`config.mk`:
```
export PLATFORM = sky130hd
export DESIGN_NAME = self_test_results_log
export DESIGN_NICKNAME = d
export VERILOG_FILES = /design/src/rtl/stl_pkg.sv /design/src/rtl/hist_mem.sv /design/src/rtl/irq_unit.sv /design/src/rtl/self_test_results_log.sv
export SDC_FILE = /design/constraint.sdc
export NUM_CORES = 1
export LEC_CHECK = 0
export BUFFER_PORTS_ARGS = -buffer_cell sky130_fd_sc_hd__buf_2
export CELL_PAD_IN_SITES_DETAIL_PLACEMENT = 1
export CELL_PAD_IN_SITES_GLOBAL_PLACEMENT = 1
export CORE_AREA = 2 2 496 498
export CTS_BUF_LIST = sky130_fd_sc_hd__clkbuf_8
export DETAILED_ROUTE_END_ITERATION = 10
export DIE_AREA = 0 0 498 500
export PLACE_DENSITY = 0.46
export REMOVE_ABC_BUFFERS = 1
export SLEW_MARGIN = 20
export SYNTH_ARGS = -nofsm -noshare
export SYNTH_HDL_FRONTEND = slang
export SYNTH_HIERARCHICAL = 1
export SYNTH_SLANG_ARGS = --single-unit
```
`constraint.sdc`:
```
create_clock -name clk_sys -period 16.3 [get_ports clk_sys]
set_input_delay 2.445 -clock clk_sys [delete_from_list [all_inputs] [get_ports clk_sys]]
set_output_delay 2.445 -clock clk_sys [all_outputs]
set_load 0.1 [all_outputs]
```
`src/rtl/stl_pkg.sv`:
```
// constants and types shared by the self-test results log
// How it works
// - code 010b selects the extended test
// - code 001b selects short test, bits 7:5
// - extended test duration readable by software
// - new block inserted at head, others age
// - history holds 20 blocks, oldest dropped
// - new block takes the issued function code
// - new block result code starts at Fh
// - commit history to storage after init
// - final outcome overwrites result code, committed
// - result code 4 bits, zero means pass
// - failure stores sense key, asc, ascq, fru, lba
// - bus or device reset ends running test
// - abort code records result 01
// - other termination records result 02
// - recovered errors never count as failure
package stl_pkg;
    localparam int          DEPTH      = 20;
    localparam logic [2:0]  FC_SHORT   = 3'h1;
    localparam logic [2:0]  FC_EXT     = 3'h2;
    localparam logic [2:0]  FC_ABORT   = 3'h4;
    localparam logic [3:0]  RES_PASS   = 4'h0;
    localparam logic [3:0]  RES_ABORT  = 4'h1;
    localparam logic [3:0]  RES_RESET  = 4'h2;
    localparam logic [3:0]  RES_FAIL   = 4'h7;
    localparam logic [3:0]  RES_RUN    = 4'hf;
    localparam logic [7:0]  OFS_CMD    = 8'h00;
    localparam logic [7:0]  OFS_STAT   = 8'h04;
    localparam logic [7:0]  OFS_INT    = 8'h08;
    localparam logic [7:0]  OFS_MASK   = 8'h0c;
    localparam logic [7:0]  OFS_EXTDUR = 8'h10;
    localparam logic [7:0]  OFS_LOGIDX = 8'h14;
    localparam logic [7:0]  OFS_LOG0   = 8'h18;
    localparam logic [7:0]  OFS_LOG1   = 8'h1c;
    localparam logic [7:0]  OFS_LOGLBA = 8'h20;
    localparam int          CMD_FC_LSB = 5;
    localparam int          STAT_BUSY  = 0;
    localparam int          STAT_LONG  = 1;
    localparam int          STAT_CNT   = 8;
    localparam int          INT_W      = 2;
    localparam int          INT_DONE   = 0;
    localparam int          INT_ABORT  = 1;
    localparam logic [1:0]  MASK_RST   = 2'h0;
    localparam logic [15:0] EXTDUR_RST = 16'h0014;
    localparam logic [1:0]  RESP_OKAY  = 2'h0;
    localparam logic [1:0]  RESP_SLVERR = 2'h2;

    typedef struct packed {
        logic [31:0] lba;
        logic [7:0]  fru;
        logic [7:0]  ascq;
        logic [7:0]  asc;
        logic [3:0]  skey;
        logic [3:0]  res;
        logic [2:0]  fc;
    } entry_s;
    localparam int ENTRY_W = $bits(entry_s);
endpackage : stl_pkg
```
`src/rtl/hist_mem.sv`:
```
// history storage: one write port, registered read port
`timescale 1ns/1ns
module hist_mem #(
    parameter int W  = 67,
    parameter int D  = 20,
    parameter int AW = 5
) (
    input  wire logic          clk_sys, // clock
    input  wire logic          rst_n,   // async reset, low
    input  wire logic          we,      // write strobe
    input  wire logic [AW-1:0] wa,      // write address
    input  wire logic [W-1:0]  wd,      // write data
    input  wire logic [AW-1:0] ra,      // read address
    output logic      [W-1:0]  rd       // read data, registered
);
    logic [W-1:0] mem [D];

    always_ff @(posedge clk_sys) begin
        if (we) begin
            mem[wa] <= wd;
        end
    end

    always_ff @(posedge clk_sys or negedge rst_n) begin
        if (!rst_n) begin
            rd <= '0;
        end else begin
            rd <= mem[ra];
        end
    end
endmodule : hist_mem

```
`src/rtl/irq_unit.sv`:
```
// sticky event status, read clear, mask, level interrupt
`timescale 1ns/1ns
module irq_unit #(
    parameter int N = 2
) (
    input  wire logic         clk_sys, // clock
    input  wire logic         rst_n,   // async reset, low
    input  wire logic [N-1:0] ev,      // event pulses
    input  wire logic         clr,     // status read clears
    input  wire logic [N-1:0] mask,    // enable per bit
    output logic      [N-1:0] status,  // sticky bits
    output logic              irq      // level interrupt
);
    logic [N-1:0] next_status;

    // an event in the clearing cycle survives the clear
    always_comb begin
        next_status = ev | (clr ? '0 : status);
    end

    always_ff @(posedge clk_sys or negedge rst_n) begin
        if (!rst_n) begin
            status <= '0;
            irq    <= 1'b0;
        end else begin
            status <= next_status;
            irq    <= |(next_status & mask);
        end
    end
endmodule : irq_unit

```
`src/rtl/self_test_results_log.sv`:
```
// self-test results history with axi4-lite register access
`timescale 1ns/1ns
module self_test_results_log #(
    parameter int HIST_DEPTH = stl_pkg::DEPTH,
    parameter logic [15:0] EXT_DURATION = stl_pkg::EXTDUR_RST
) (
    input  wire logic        clk_sys,       // clock
    input  wire logic        rst_n,         // async reset, low
    input  wire logic [7:0]  s_awaddr,      // write address
    input  wire logic        s_awvalid,     // write addr valid
    output logic             s_awready,     // write addr ready
    input  wire logic [31:0] s_wdata,       // write data
    input  wire logic [3:0]  s_wstrb,       // byte strobes
    input  wire logic        s_wvalid,      // write data valid
    output logic             s_wready,      // write data ready
    output logic [1:0]       s_bresp,       // write response
    output logic             s_bvalid,      // response valid
    input  wire logic        s_bready,      // response ready
    input  wire logic [7:0]  s_araddr,      // read address
    input  wire logic        s_arvalid,     // read addr valid
    output logic             s_arready,     // read addr ready
    output logic [31:0]      s_rdata,       // read data
    output logic [1:0]       s_rresp,       // read response
    output logic             s_rvalid,      // read data valid
    input  wire logic        s_rready,      // read data ready
    input  wire logic        bus_reset,     // bus reset seen
    input  wire logic        dev_reset_msg, // device reset msg
    input  wire logic        test_done,     // engine finished
    input  wire logic        test_fail,     // failure found
    input  wire logic        err_unrecov,   // error not recovered
    input  wire logic [3:0]  fail_code,     // engine fail reason
    input  wire logic [3:0]  fail_skey,     // sense key
    input  wire logic [7:0]  fail_asc,      // asc
    input  wire logic [7:0]  fail_ascq,     // ascq
    input  wire logic [7:0]  fail_fru,      // fru
    input  wire logic [31:0] fail_lba,      // failing lba
    output logic             test_run,      // engine may run
    output logic             test_long,     // extended variant
    output logic             nvm_commit,    // store history
    output logic             irq            // interrupt level
);
    localparam int AW = $clog2(HIST_DEPTH);
    localparam logic [AW:0] DEPTH_C = (AW+1)'(HIST_DEPTH);

    typedef enum logic [1:0] {
        ST_IDLE, ST_START, ST_RUN, ST_FINAL
    } state_e;

    function automatic logic [AW-1:0] ring_add(
        input logic [AW-1:0] a,
        input logic [AW-1:0] b
    );
        logic [AW:0] s;
        s = {1'b0, a} + {1'b0, b};
        if (s >= DEPTH_C) begin
            s = s - DEPTH_C;
        end
        return s[AW-1:0];
    endfunction : ring_add

    state_e          state;
    state_e          next_state;
    logic [AW-1:0]   head;
    logic [AW:0]     count;
    logic [AW-1:0]   log_idx;
    logic [1:0]      mask;
    stl_pkg::entry_s cur;
    stl_pkg::entry_s rd_ent;
    logic [stl_pkg::ENTRY_W-1:0] rd_raw;
    logic [AW-1:0]   new_head;
    logic            mem_we;
    logic [AW-1:0]   mem_wa;
    logic [7:0]      aw_addr;
    logic [31:0]     w_data;
    logic [3:0]      w_strb;
    logic            aw_got;
    logic            w_got;
    logic            wr_fire;
    logic            next_aw_got;
    logic            next_w_got;
    logic            next_bvalid;
    logic            next_rvalid;
    logic [7:0]      ar_addr;
    logic            r_pend;
    logic            cmd_wr;
    logic [2:0]      cmd_fc;
    logic            start_req;
    logic            abort_req;
    logic            reset_ev;
    logic            log_ok;
    logic [1:0]      int_stat;
    logic [1:0]      int_ev;
    logic            int_clr;
    logic [31:0]     next_rdata;
    logic            next_rerr;

    // write channel: address and data taken in either order
    always_ff @(posedge clk_sys or negedge rst_n) begin
        if (!rst_n) begin
            aw_got   <= 1'b0;
            w_got    <= 1'b0;
            aw_addr  <= '0;
            w_data   <= '0;
            w_strb   <= '0;
            s_bvalid <= 1'b0;
            s_bresp  <= stl_pkg::RESP_OKAY;
            s_awready <= 1'b0;
            s_wready  <= 1'b0;
        end else begin
            // readies are flops, so they follow the next holding state
            s_awready <= !next_aw_got && !next_bvalid;
            s_wready  <= !next_w_got && !next_bvalid;
            if (s_awvalid && s_awready) begin
                aw_got  <= 1'b1;
                aw_addr <= s_awaddr;
            end
            if (s_wvalid && s_wready) begin
                w_got  <= 1'b1;
                w_data <= s_wdata;
                w_strb <= s_wstrb;
            end
            if (wr_fire) begin
                aw_got   <= 1'b0;
                w_got    <= 1'b0;
                s_bvalid <= 1'b1;
                s_bresp  <= (aw_addr > stl_pkg::OFS_LOGIDX) ?
                            stl_pkg::RESP_SLVERR : stl_pkg::RESP_OKAY;
            end else if (s_bready) begin
                s_bvalid <= 1'b0;
            end
        end
    end

    always_comb begin
        wr_fire     = aw_got && w_got && !s_bvalid;
        next_aw_got = !wr_fire && (aw_got || (s_awvalid && s_awready));
        next_w_got  = !wr_fire && (w_got || (s_wvalid && s_wready));
        next_bvalid = wr_fire || (s_bvalid && !s_bready);
        cmd_wr    = wr_fire && w_strb[0] && aw_addr == stl_pkg::OFS_CMD;
        cmd_fc    = w_data[stl_pkg::CMD_FC_LSB +: 3];
        reset_ev  = bus_reset || dev_reset_msg;
        start_req = cmd_wr && state == ST_IDLE
                    && (cmd_fc == stl_pkg::FC_SHORT
                        || cmd_fc == stl_pkg::FC_EXT);
        // abort outside a running test is ignored
        abort_req = cmd_wr && cmd_fc == stl_pkg::FC_ABORT
                    && state == ST_RUN;
    end

    always_ff @(posedge clk_sys or negedge rst_n) begin
        if (!rst_n) begin
            mask    <= stl_pkg::MASK_RST;
            log_idx <= '0;
        end else if (wr_fire && w_strb[0]) begin
            if (aw_addr == stl_pkg::OFS_MASK) begin
                mask <= w_data[1:0];
            end
            if (aw_addr == stl_pkg::OFS_LOGIDX) begin
                log_idx <= w_data[AW-1:0];
            end
        end
    end

    always_comb begin
        next_state = state;
        unique case (state)
            ST_IDLE:  if (start_req) next_state = ST_START;
            ST_START: next_state = reset_ev ? ST_FINAL : ST_RUN;
            ST_RUN:   if (reset_ev || abort_req || test_done) begin
                next_state = ST_FINAL;
            end
            ST_FINAL: next_state = ST_IDLE;
        endcase
    end

    always_ff @(posedge clk_sys or negedge rst_n) begin
        if (!rst_n) begin
            state      <= ST_IDLE;
            test_run   <= 1'b0;
            nvm_commit <= 1'b0;
        end else begin
            state      <= next_state;
            test_run   <= next_state == ST_RUN;
            // storage commit follows each history write
            nvm_commit <= mem_we;
        end
    end

    // current block: function code, result and failure detail
    always_ff @(posedge clk_sys or negedge rst_n) begin
        if (!rst_n) begin
            cur       <= '0;
            test_long <= 1'b0;
        end else if (start_req) begin
            cur       <= '0;
            cur.fc    <= cmd_fc;
            cur.res   <= stl_pkg::RES_RUN;
            test_long <= cmd_fc == stl_pkg::FC_EXT;
        end else if (state == ST_START && reset_ev) begin
            cur.res <= stl_pkg::RES_RESET;
        end else if (state == ST_RUN) begin
            if (reset_ev) begin
                cur.res <= stl_pkg::RES_RESET;
            end else if (abort_req) begin
                cur.res <= stl_pkg::RES_ABORT;
            end else if (test_done) begin
                // retried and recovered errors still pass
                if (test_fail && err_unrecov) begin
                    cur.res  <= (fail_code == stl_pkg::RES_PASS
                                 || fail_code == stl_pkg::RES_RUN)
                                ? stl_pkg::RES_FAIL : fail_code;
                    cur.skey <= fail_skey;
                    cur.asc  <= fail_asc;
                    cur.ascq <= fail_ascq;
                    cur.fru  <= fail_fru;
                    cur.lba  <= fail_lba;
                end else begin
                    cur.res <= stl_pkg::RES_PASS;
                end
            end
        end
    end

    // ring: head moves back one slot so older blocks age
    always_comb begin
        new_head = ring_add(head, AW'(HIST_DEPTH - 1));
        mem_we   = state == ST_START || state == ST_FINAL;
        mem_wa   = (state == ST_START) ? new_head : head;
    end

    always_ff @(posedge clk_sys or negedge rst_n) begin
        if (!rst_n) begin
            head  <= '0;
            count <= '0;
        end else if (state == ST_START) begin
            head <= new_head;
            // full ring: the new block overwrites the oldest
            if (count != DEPTH_C) begin
                count <= count + 1'b1;
            end
        end
    end

    hist_mem #(
        .W  (stl_pkg::ENTRY_W),
        .D  (HIST_DEPTH),
        .AW (AW)
    ) u_mem (
        .clk_sys (clk_sys),
        .rst_n   (rst_n),
        .we      (mem_we),
        .wa      (mem_wa),
        .wd      (cur),
        .ra      (ring_add(head, log_idx)),
        .rd      (rd_raw)
    );

    always_comb begin
        int_ev = '0;
        if (state == ST_FINAL) begin
            if (cur.res == stl_pkg::RES_ABORT
                || cur.res == stl_pkg::RES_RESET) begin
                int_ev[stl_pkg::INT_ABORT] = 1'b1;
            end else begin
                int_ev[stl_pkg::INT_DONE] = 1'b1;
            end
        end
        int_clr = r_pend && ar_addr == stl_pkg::OFS_INT;
    end

    irq_unit #(
        .N (stl_pkg::INT_W)
    ) u_irq (
        .clk_sys (clk_sys),
        .rst_n   (rst_n),
        .ev      (int_ev),
        .clr     (int_clr),
        .mask    (mask),
        .status  (int_stat),
        .irq     (irq)
    );

    // read data mux; slots beyond the fill level read zero
    always_comb begin
        rd_ent     = rd_raw;
        log_ok     = {1'b0, log_idx} < count;
        next_rdata = '0;
        next_rerr  = 1'b0;
        unique case (ar_addr)
            stl_pkg::OFS_CMD:    next_rdata = '0;
            stl_pkg::OFS_STAT: begin
                next_rdata[stl_pkg::STAT_BUSY] = state != ST_IDLE;
                next_rdata[stl_pkg::STAT_LONG] = test_long;
                next_rdata[stl_pkg::STAT_CNT +: AW+1] = count;
            end
            stl_pkg::OFS_INT:    next_rdata[1:0] = int_stat;
            stl_pkg::OFS_MASK:   next_rdata[1:0] = mask;
            stl_pkg::OFS_EXTDUR: next_rdata[15:0] = EXT_DURATION;
            stl_pkg::OFS_LOGIDX: next_rdata[AW-1:0] = log_idx;
            stl_pkg::OFS_LOG0: if (log_ok) begin
                next_rdata[3:0]   = rd_ent.res;
                next_rdata[6:4]   = rd_ent.fc;
                next_rdata[11:8]  = rd_ent.skey;
                next_rdata[23:16] = rd_ent.asc;
            end
            stl_pkg::OFS_LOG1: if (log_ok) begin
                next_rdata[7:0]  = rd_ent.ascq;
                next_rdata[15:8] = rd_ent.fru;
            end
            stl_pkg::OFS_LOGLBA: if (log_ok) begin
                next_rdata = rd_ent.lba;
            end
            default: next_rerr = 1'b1;
        endcase
    end

    // one spare cycle lets the history read port settle
    always_ff @(posedge clk_sys or negedge rst_n) begin
        if (!rst_n) begin
            ar_addr  <= '0;
            r_pend   <= 1'b0;
            s_rvalid <= 1'b0;
            s_rdata  <= '0;
            s_rresp  <= stl_pkg::RESP_OKAY;
        end else if (s_arvalid && s_arready) begin
            ar_addr <= s_araddr;
            r_pend  <= 1'b1;
        end else if (r_pend) begin
            r_pend   <= 1'b0;
            s_rvalid <= 1'b1;
            s_rdata  <= next_rdata;
            s_rresp  <= next_rerr ? stl_pkg::RESP_SLVERR
                                  : stl_pkg::RESP_OKAY;
        end else if (s_rready) begin
            s_rvalid <= 1'b0;
        end
    end

    always_comb begin
        next_rvalid = r_pend || (s_rvalid && !s_rready);
    end

    // address ready held low from handshake until the data is taken
    always_ff @(posedge clk_sys or negedge rst_n) begin
        if (!rst_n) begin
            s_arready <= 1'b0;
        end else begin
            s_arready <= !(s_arvalid && s_arready) && !next_rvalid;
        end
    end

    chk_init_block: assert property (@(posedge clk_sys)
        disable iff (!rst_n) state == ST_START |->
        mem_we && cur.res == stl_pkg::RES_RUN)
        else $error("new block not marked in progress");
    chk_fc_copy: assert property (@(posedge clk_sys)
        disable iff (!rst_n) start_req |=> cur.fc == $past(cmd_fc))
        else $error("function code not copied");
    chk_init_commit: assert property (@(posedge clk_sys)
        disable iff (!rst_n) state == ST_START |=> nvm_commit)
        else $error("history not committed after init");
    chk_final_commit: assert property (@(posedge clk_sys)
        disable iff (!rst_n) state == ST_FINAL |->
        mem_we && mem_wa == head ##1 nvm_commit)
        else $error("final result not stored");
    chk_depth_cap: assert property (@(posedge clk_sys)
        disable iff (!rst_n) count <= DEPTH_C)
        else $error("history deeper than limit");
    chk_depth_grow: assert property (@(posedge clk_sys)
        disable iff (!rst_n) state == ST_START && count < DEPTH_C
        |=> count == $past(count) + 1'b1)
        else $error("history lost a block");
    chk_abort_code: assert property (@(posedge clk_sys)
        disable iff (!rst_n) abort_req && !reset_ev
        |=> state == ST_FINAL && cur.res == stl_pkg::RES_ABORT)
        else $error("abort not recorded as 01");
    chk_reset_code: assert property (@(posedge clk_sys)
        disable iff (!rst_n) state == ST_RUN && reset_ev
        |=> state == ST_FINAL && cur.res == stl_pkg::RES_RESET)
        else $error("reset not recorded as 02");
    chk_recovered: assert property (@(posedge clk_sys)
        disable iff (!rst_n) state == ST_RUN && test_done
        && !err_unrecov && !reset_ev && !abort_req
        |=> cur.res == stl_pkg::RES_PASS)
        else $error("recovered error counted as failure");
    chk_long_sel: assert property (@(posedge clk_sys)
        disable iff (!rst_n) start_req
        |=> test_long == ($past(cmd_fc) == stl_pkg::FC_EXT) ##1 test_run)
        else $error("wrong test variant");
    cov_pass: cover property (@(posedge clk_sys) disable iff (!rst_n)
        state == ST_FINAL && cur.res == stl_pkg::RES_PASS);
    cov_abort: cover property (@(posedge clk_sys) disable iff (!rst_n)
        abort_req);
    cov_reset: cover property (@(posedge clk_sys) disable iff (!rst_n)
        state == ST_RUN && reset_ev);
    cov_full: cover property (@(posedge clk_sys) disable iff (!rst_n)
        state == ST_START && count == DEPTH_C);
endmodule : self_test_results_log

```
==> tab_implementation.tex <==
\begin{tabular}{lr}
\hline
Metric & Value \\
\hline
\multicolumn{2}{l}{\textbf{Outcome}} \\
\quad Run status & finished, final reports clean \\
\multicolumn{2}{l}{\textbf{Power}} \\
\quad Power density relative to cell area & $\sim$190 nW/um\^{}2 \\
\quad Net switching share of the total power & a little under two fifths \\
\quad Worst vdd ir & between 0.2 and 0.25 mV \\
\quad Gate power share & about 30\% \\
\quad Int Power & approximately 8.4 mW \\
\quad Net switching power of the design & 4.92 mW \\
\quad Part of the total power dissipated in the clock network & approximately 26\% \\
\quad Leakage power summed over all cells & 25.2 nW \\
\quad Sequential share of power & between 40\% and 50\% \\
\multicolumn{2}{l}{\textbf{Place}} \\
\quad Final weighted congestion in routability-driven placement & 0.709 \\
\quad Port-buffer cells & 143 \\
\quad DP Wirelength & about 100000 microns \\
\multicolumn{2}{l}{\textbf{Route}} \\
\quad Mean number of vias per cell & 4.52 \\
\quad Average wire length per cell after detail routing & 25.1 microns \\
\quad Overall via count from detail\_route & about 33000 \\
\quad First-pass DRT Iterations & 5 \\
\quad WL final & between 150000 and 200000 microns \\
\quad 1st-iter DRT viols & between 2000 and 2500 \\
\quad Post-detailed-route count of antenna-violating nets & 0 \\
\quad Residual DRC count & 0 \\
\multicolumn{2}{l}{\textbf{Timing}} \\
\quad Unrepaired setup endpoints after global routing & false \\
\quad Relative slew margins & 28.0\% \\
\quad Sum Neg Setup Slack & 0 ps \\
\quad Total count of max-transition violations in the final report & 0 \\
\quad Max frequency & $\sim$160 MHz \\
\quad \# setup viols final & 0 \\
\quad Slew at the pin with the worst max-slew slack & between 1000 and 1500 ps \\
\quad Final Hold Fails & 0 \\
\quad Final worst path period share & a little under two fifths \\
\quad Clock period minus worst slack & just over 6000 ps \\
\quad Final Skew & 66.6 ps \\
\multicolumn{2}{l}{\textbf{Synthesis}} \\
\quad Cells after Synth & $\sim$3500 \\
\quad Synthesized area divided by synthesized cell count & $\sim$18 sq um \\
\quad Syn Std Cell Area & approximately 61000 sq um \\
\quad Share of synthesized registers carrying an async set or reset & approximately 14\% \\
\quad \#FFs+latches synth & 1567 \\
\quad Count of yosys warnings during synthesis & 6 \\
\quad Share of the yosys chip area belonging to registers & between 70\% and 80\% \\
\quad Post-synth cell types & between 60 and 70 \\
\quad Flip-flop cell with the highest count after synthesis & edfxtp\_1 \\
\quad Number of enable flip-flop cells after synthesis & roughly 1300 \\
\multicolumn{2}{l}{\textbf{GRT}} \\
\quad Met3 Use GR & roughly 2.5\% \\
\quad Peak-usage layer in the global routing report & met2 \\
\quad Met1 Resource Use GR & between 20\% and 30\% \\
\quad Number of antenna violations at the first check in global routing & 6 \\
\quad Total grt overflow & 0 \\
\quad Met2 routing resource usage after global routing & 23.3\% \\
\quad Pin count of the biggest net entering global routing & around 120 \\
\quad Via count of the first global-routing pass & between 30000 and 40000 \\
\quad Overall Global Routing Usage & $\sim$14\% \\
\quad First-pass GRT wire length & 262000 microns \\
\multicolumn{2}{l}{\textbf{Setup path}} \\
\quad Worst setup SP type & flip-flop \\
\quad Worst endpoint data arrival time & between 6000 and 7000 ps \\
\quad Cell count of the worst reg-to-reg path & 12 \\
\quad Worst Path Class, Setup & reg2reg \\
\quad Required arrival time at the worst endpoint & $\sim$17000 ps \\
\quad Largest fanout of any net on the critical path & 33 \\
\quad Endpoint type of the worst setup path & flip-flop \\
\multicolumn{2}{l}{\textbf{Cells and area}} \\
\quad Share of post-route cells with drive strength above 1 & 21.6\% \\
\quad Fill cell total of the finished layout & $\sim$25000 \\
\quad Relative area change from synthesis to final layout & 16.3\% \\
\quad Most common cell after layout, fill and taps aside & edfxtp\_1 \\
\quad Layout net count & 3927 \\
\quad Utilization of the core after routing & between 20 and 30\% \\
\quad Highest-count cells in the layout ignoring fill and taps & edfxtp\_1, mux2i\_1, clkbuf\_8 \\
\multicolumn{2}{l}{\textbf{Die}} \\
\quad Number of placement rows & $\sim$180 \\
\quad Initial core utilization & approximately a quarter \\
\quad Core footprint & approximately 240000 sq um \\
\quad Die Width & 498 microns \\
\quad DIE AREA & around 250000 sq um \\
\quad I/O pin count & between 150 and 200 \\
\quad Die height & roughly 500 microns \\
\multicolumn{2}{l}{\textbf{Clock network}} \\
\quad Root Buffer & clkbuf\_8 \\
\quad CTS Sinks & 1567 \\
\quad Inserted Clock Buffers & about 300 \\
\quad CTS H-tree lvls & 5 \\
\quad TritonCTS clock tree & yes \\
\quad Number of buffers between clock root and the deepest sink & 4 \\
\quad Post-CTS Hold Buffers & 0 \\
\quad Worst-path clk slew & around 60 ps \\
\quad Post-CTS setup buffers & 0 \\
\quad Clock latency on the worst-skew pair & approximately 1000 ps \\
\quad Post-cts sizing count & 0 \\
\multicolumn{2}{l}{\textbf{Worst hold path}} \\
\quad Worst hold path class & reg2reg \\
\quad Cell depth of the worst hold path & 1 \\
\multicolumn{2}{l}{\textbf{Flow run}} \\
\quad Number of max-cap violations & 0 \\
\hline
\end{tabular}
[metrics by stage]
stage               total power, mW  cells  hold slack [ps]  cell area, sq um  worst slack, ps
detailed placement             10.1   6699              447             65300            10230
floorplan                      9.43   3259              424             59700            -5880
global placement               10.0   6699              450             65300            10250
finish                         13.3   7224              459             70600            10200
CTS                            13.6   7216              457             70600            10250
global route                   14.1   7220              484             70600            10070
[layout make-up]
type | instances | area, sq um | share of cell area [%]
clock inverter | 200 | 852 | 1.21
antenna | 8 | 20.0 | 0.0284
tap | 3220 | 4030 | 5.71
sequential | 1567 | 45900 | 65.1
inverter | 21 | 78.8 | 0.112
multi-input combinational | 1671 | 14000 | 19.8
timing repair buffer | 220 | 1350 | 1.92
clock buffer | 317 | 4360 | 6.18
[flip-flops by register name (all words and copies together), names as in the netlist, 2 cells and up]
signal / count
u_mem/mem: 1340
cur: 67
u_mem/rd: 67
s_rdata: 32
ar_addr: 8
aw_addr: 8
w_data: 8
count: 6
head: 5
log_idx: 5
mask: 2
state: 2
u_irq/status: 2
[cell families (layout without fill, tap and decap cells)]
family	after synthesis	in the layout	synth area share, %
compound gates	546	546	6.14
xor+xnor	17	17	0.245
fa+ha+maj	23	23	0.487
buf+inv	215	758	1.76
flops	1567	1567	75.7
mux	633	633	12.2
other cells	1	10	0.00618
simple gates	450	450	3.53
[Yosys cell counts, drive strengths merged, types with 6 or more instances]
library cell | instances | area [sq um]
inv | 21 | 78.8
nand2 | 191 | 717
nand2b | 6 | 37.5
nor3 | 17 | 100
buf | 119 | 708
mux2i | 399 | 3990
ha | 22 | 275
a21o | 6 | 46.3
o22ai | 202 | 1260
o31ai | 69 | 518
o21ai | 49 | 245
nor2 | 109 | 428
nor2b | 73 | 457
mux2 | 167 | 1880
a211oi | 137 | 1030
a221oi | 11 | 103
a21oi | 23 | 115
mux4 | 67 | 1510
clkbuf | 75 | 283
xnor2 | 12 | 105
dfrtp | 227 | 5680
a22oi | 17 | 128
edfxtp | 1340 | 40200
[worst max-delay path, cell delays in order, from the launching register on]
cell       delay (ps)
dfrtp_1           470
ha_4              210
fa_4             1100
or3b_2            230
a22oi_1            80
o32ai_1           550
mux2i_1           710
nand4bb_4         500
buf_4             470
buf_4             640
o22ai_1           190
a211oi_1          590
o31ai_1           160
[worst paths after layout]
kind / start / endpoint / slack [ps]
worst max-delay path: log_idx[0]$_DFFE_PN0P_ / u_mem/rd[16]$_DFF_PN0_ / 10200
worst min-delay path: w_got$_DFFE_PN0P_ / s_wready$_DFF_PN0_ / 460
worst max register to register: log_idx[0]$_DFFE_PN0P_ / u_mem/rd[16]$_DFF_PN0_ / 10200
worst min register to register: w_got$_DFFE_PN0P_ / s_wready$_DFF_PN0_ / 460
max in group asynchronous: rst_n / u_mem/rd[15]$_DFF_PN0_ / 13400
min in group asynchronous: rst_n / cur[39]$_DFFE_PN0P_ / 1520
[power groups by stage]
stage / clock network (mW) / registers (mW) / logic (mW)
final: 3.46 / 5.89 / 3.99
after global routing: 3.78 / 6.00 / 4.32
after CTS: 3.61 / 5.92 / 4.09
after detailed placement: 0 / 6.00 / 4.08
after global placement: 0 / 5.95 / 4.08
after floorplan: 0 / 5.84 / 3.59
[metal layers]
layer	wire length (microns)	vias up	share of wire [%]
met3	6520	302	3.6
met5	0	-	0
met2	85100	635	47
li1	-	14357	-
met4	3720	0	2.1
met1	86100	17342	47
(Power assumes the default switching activity.)
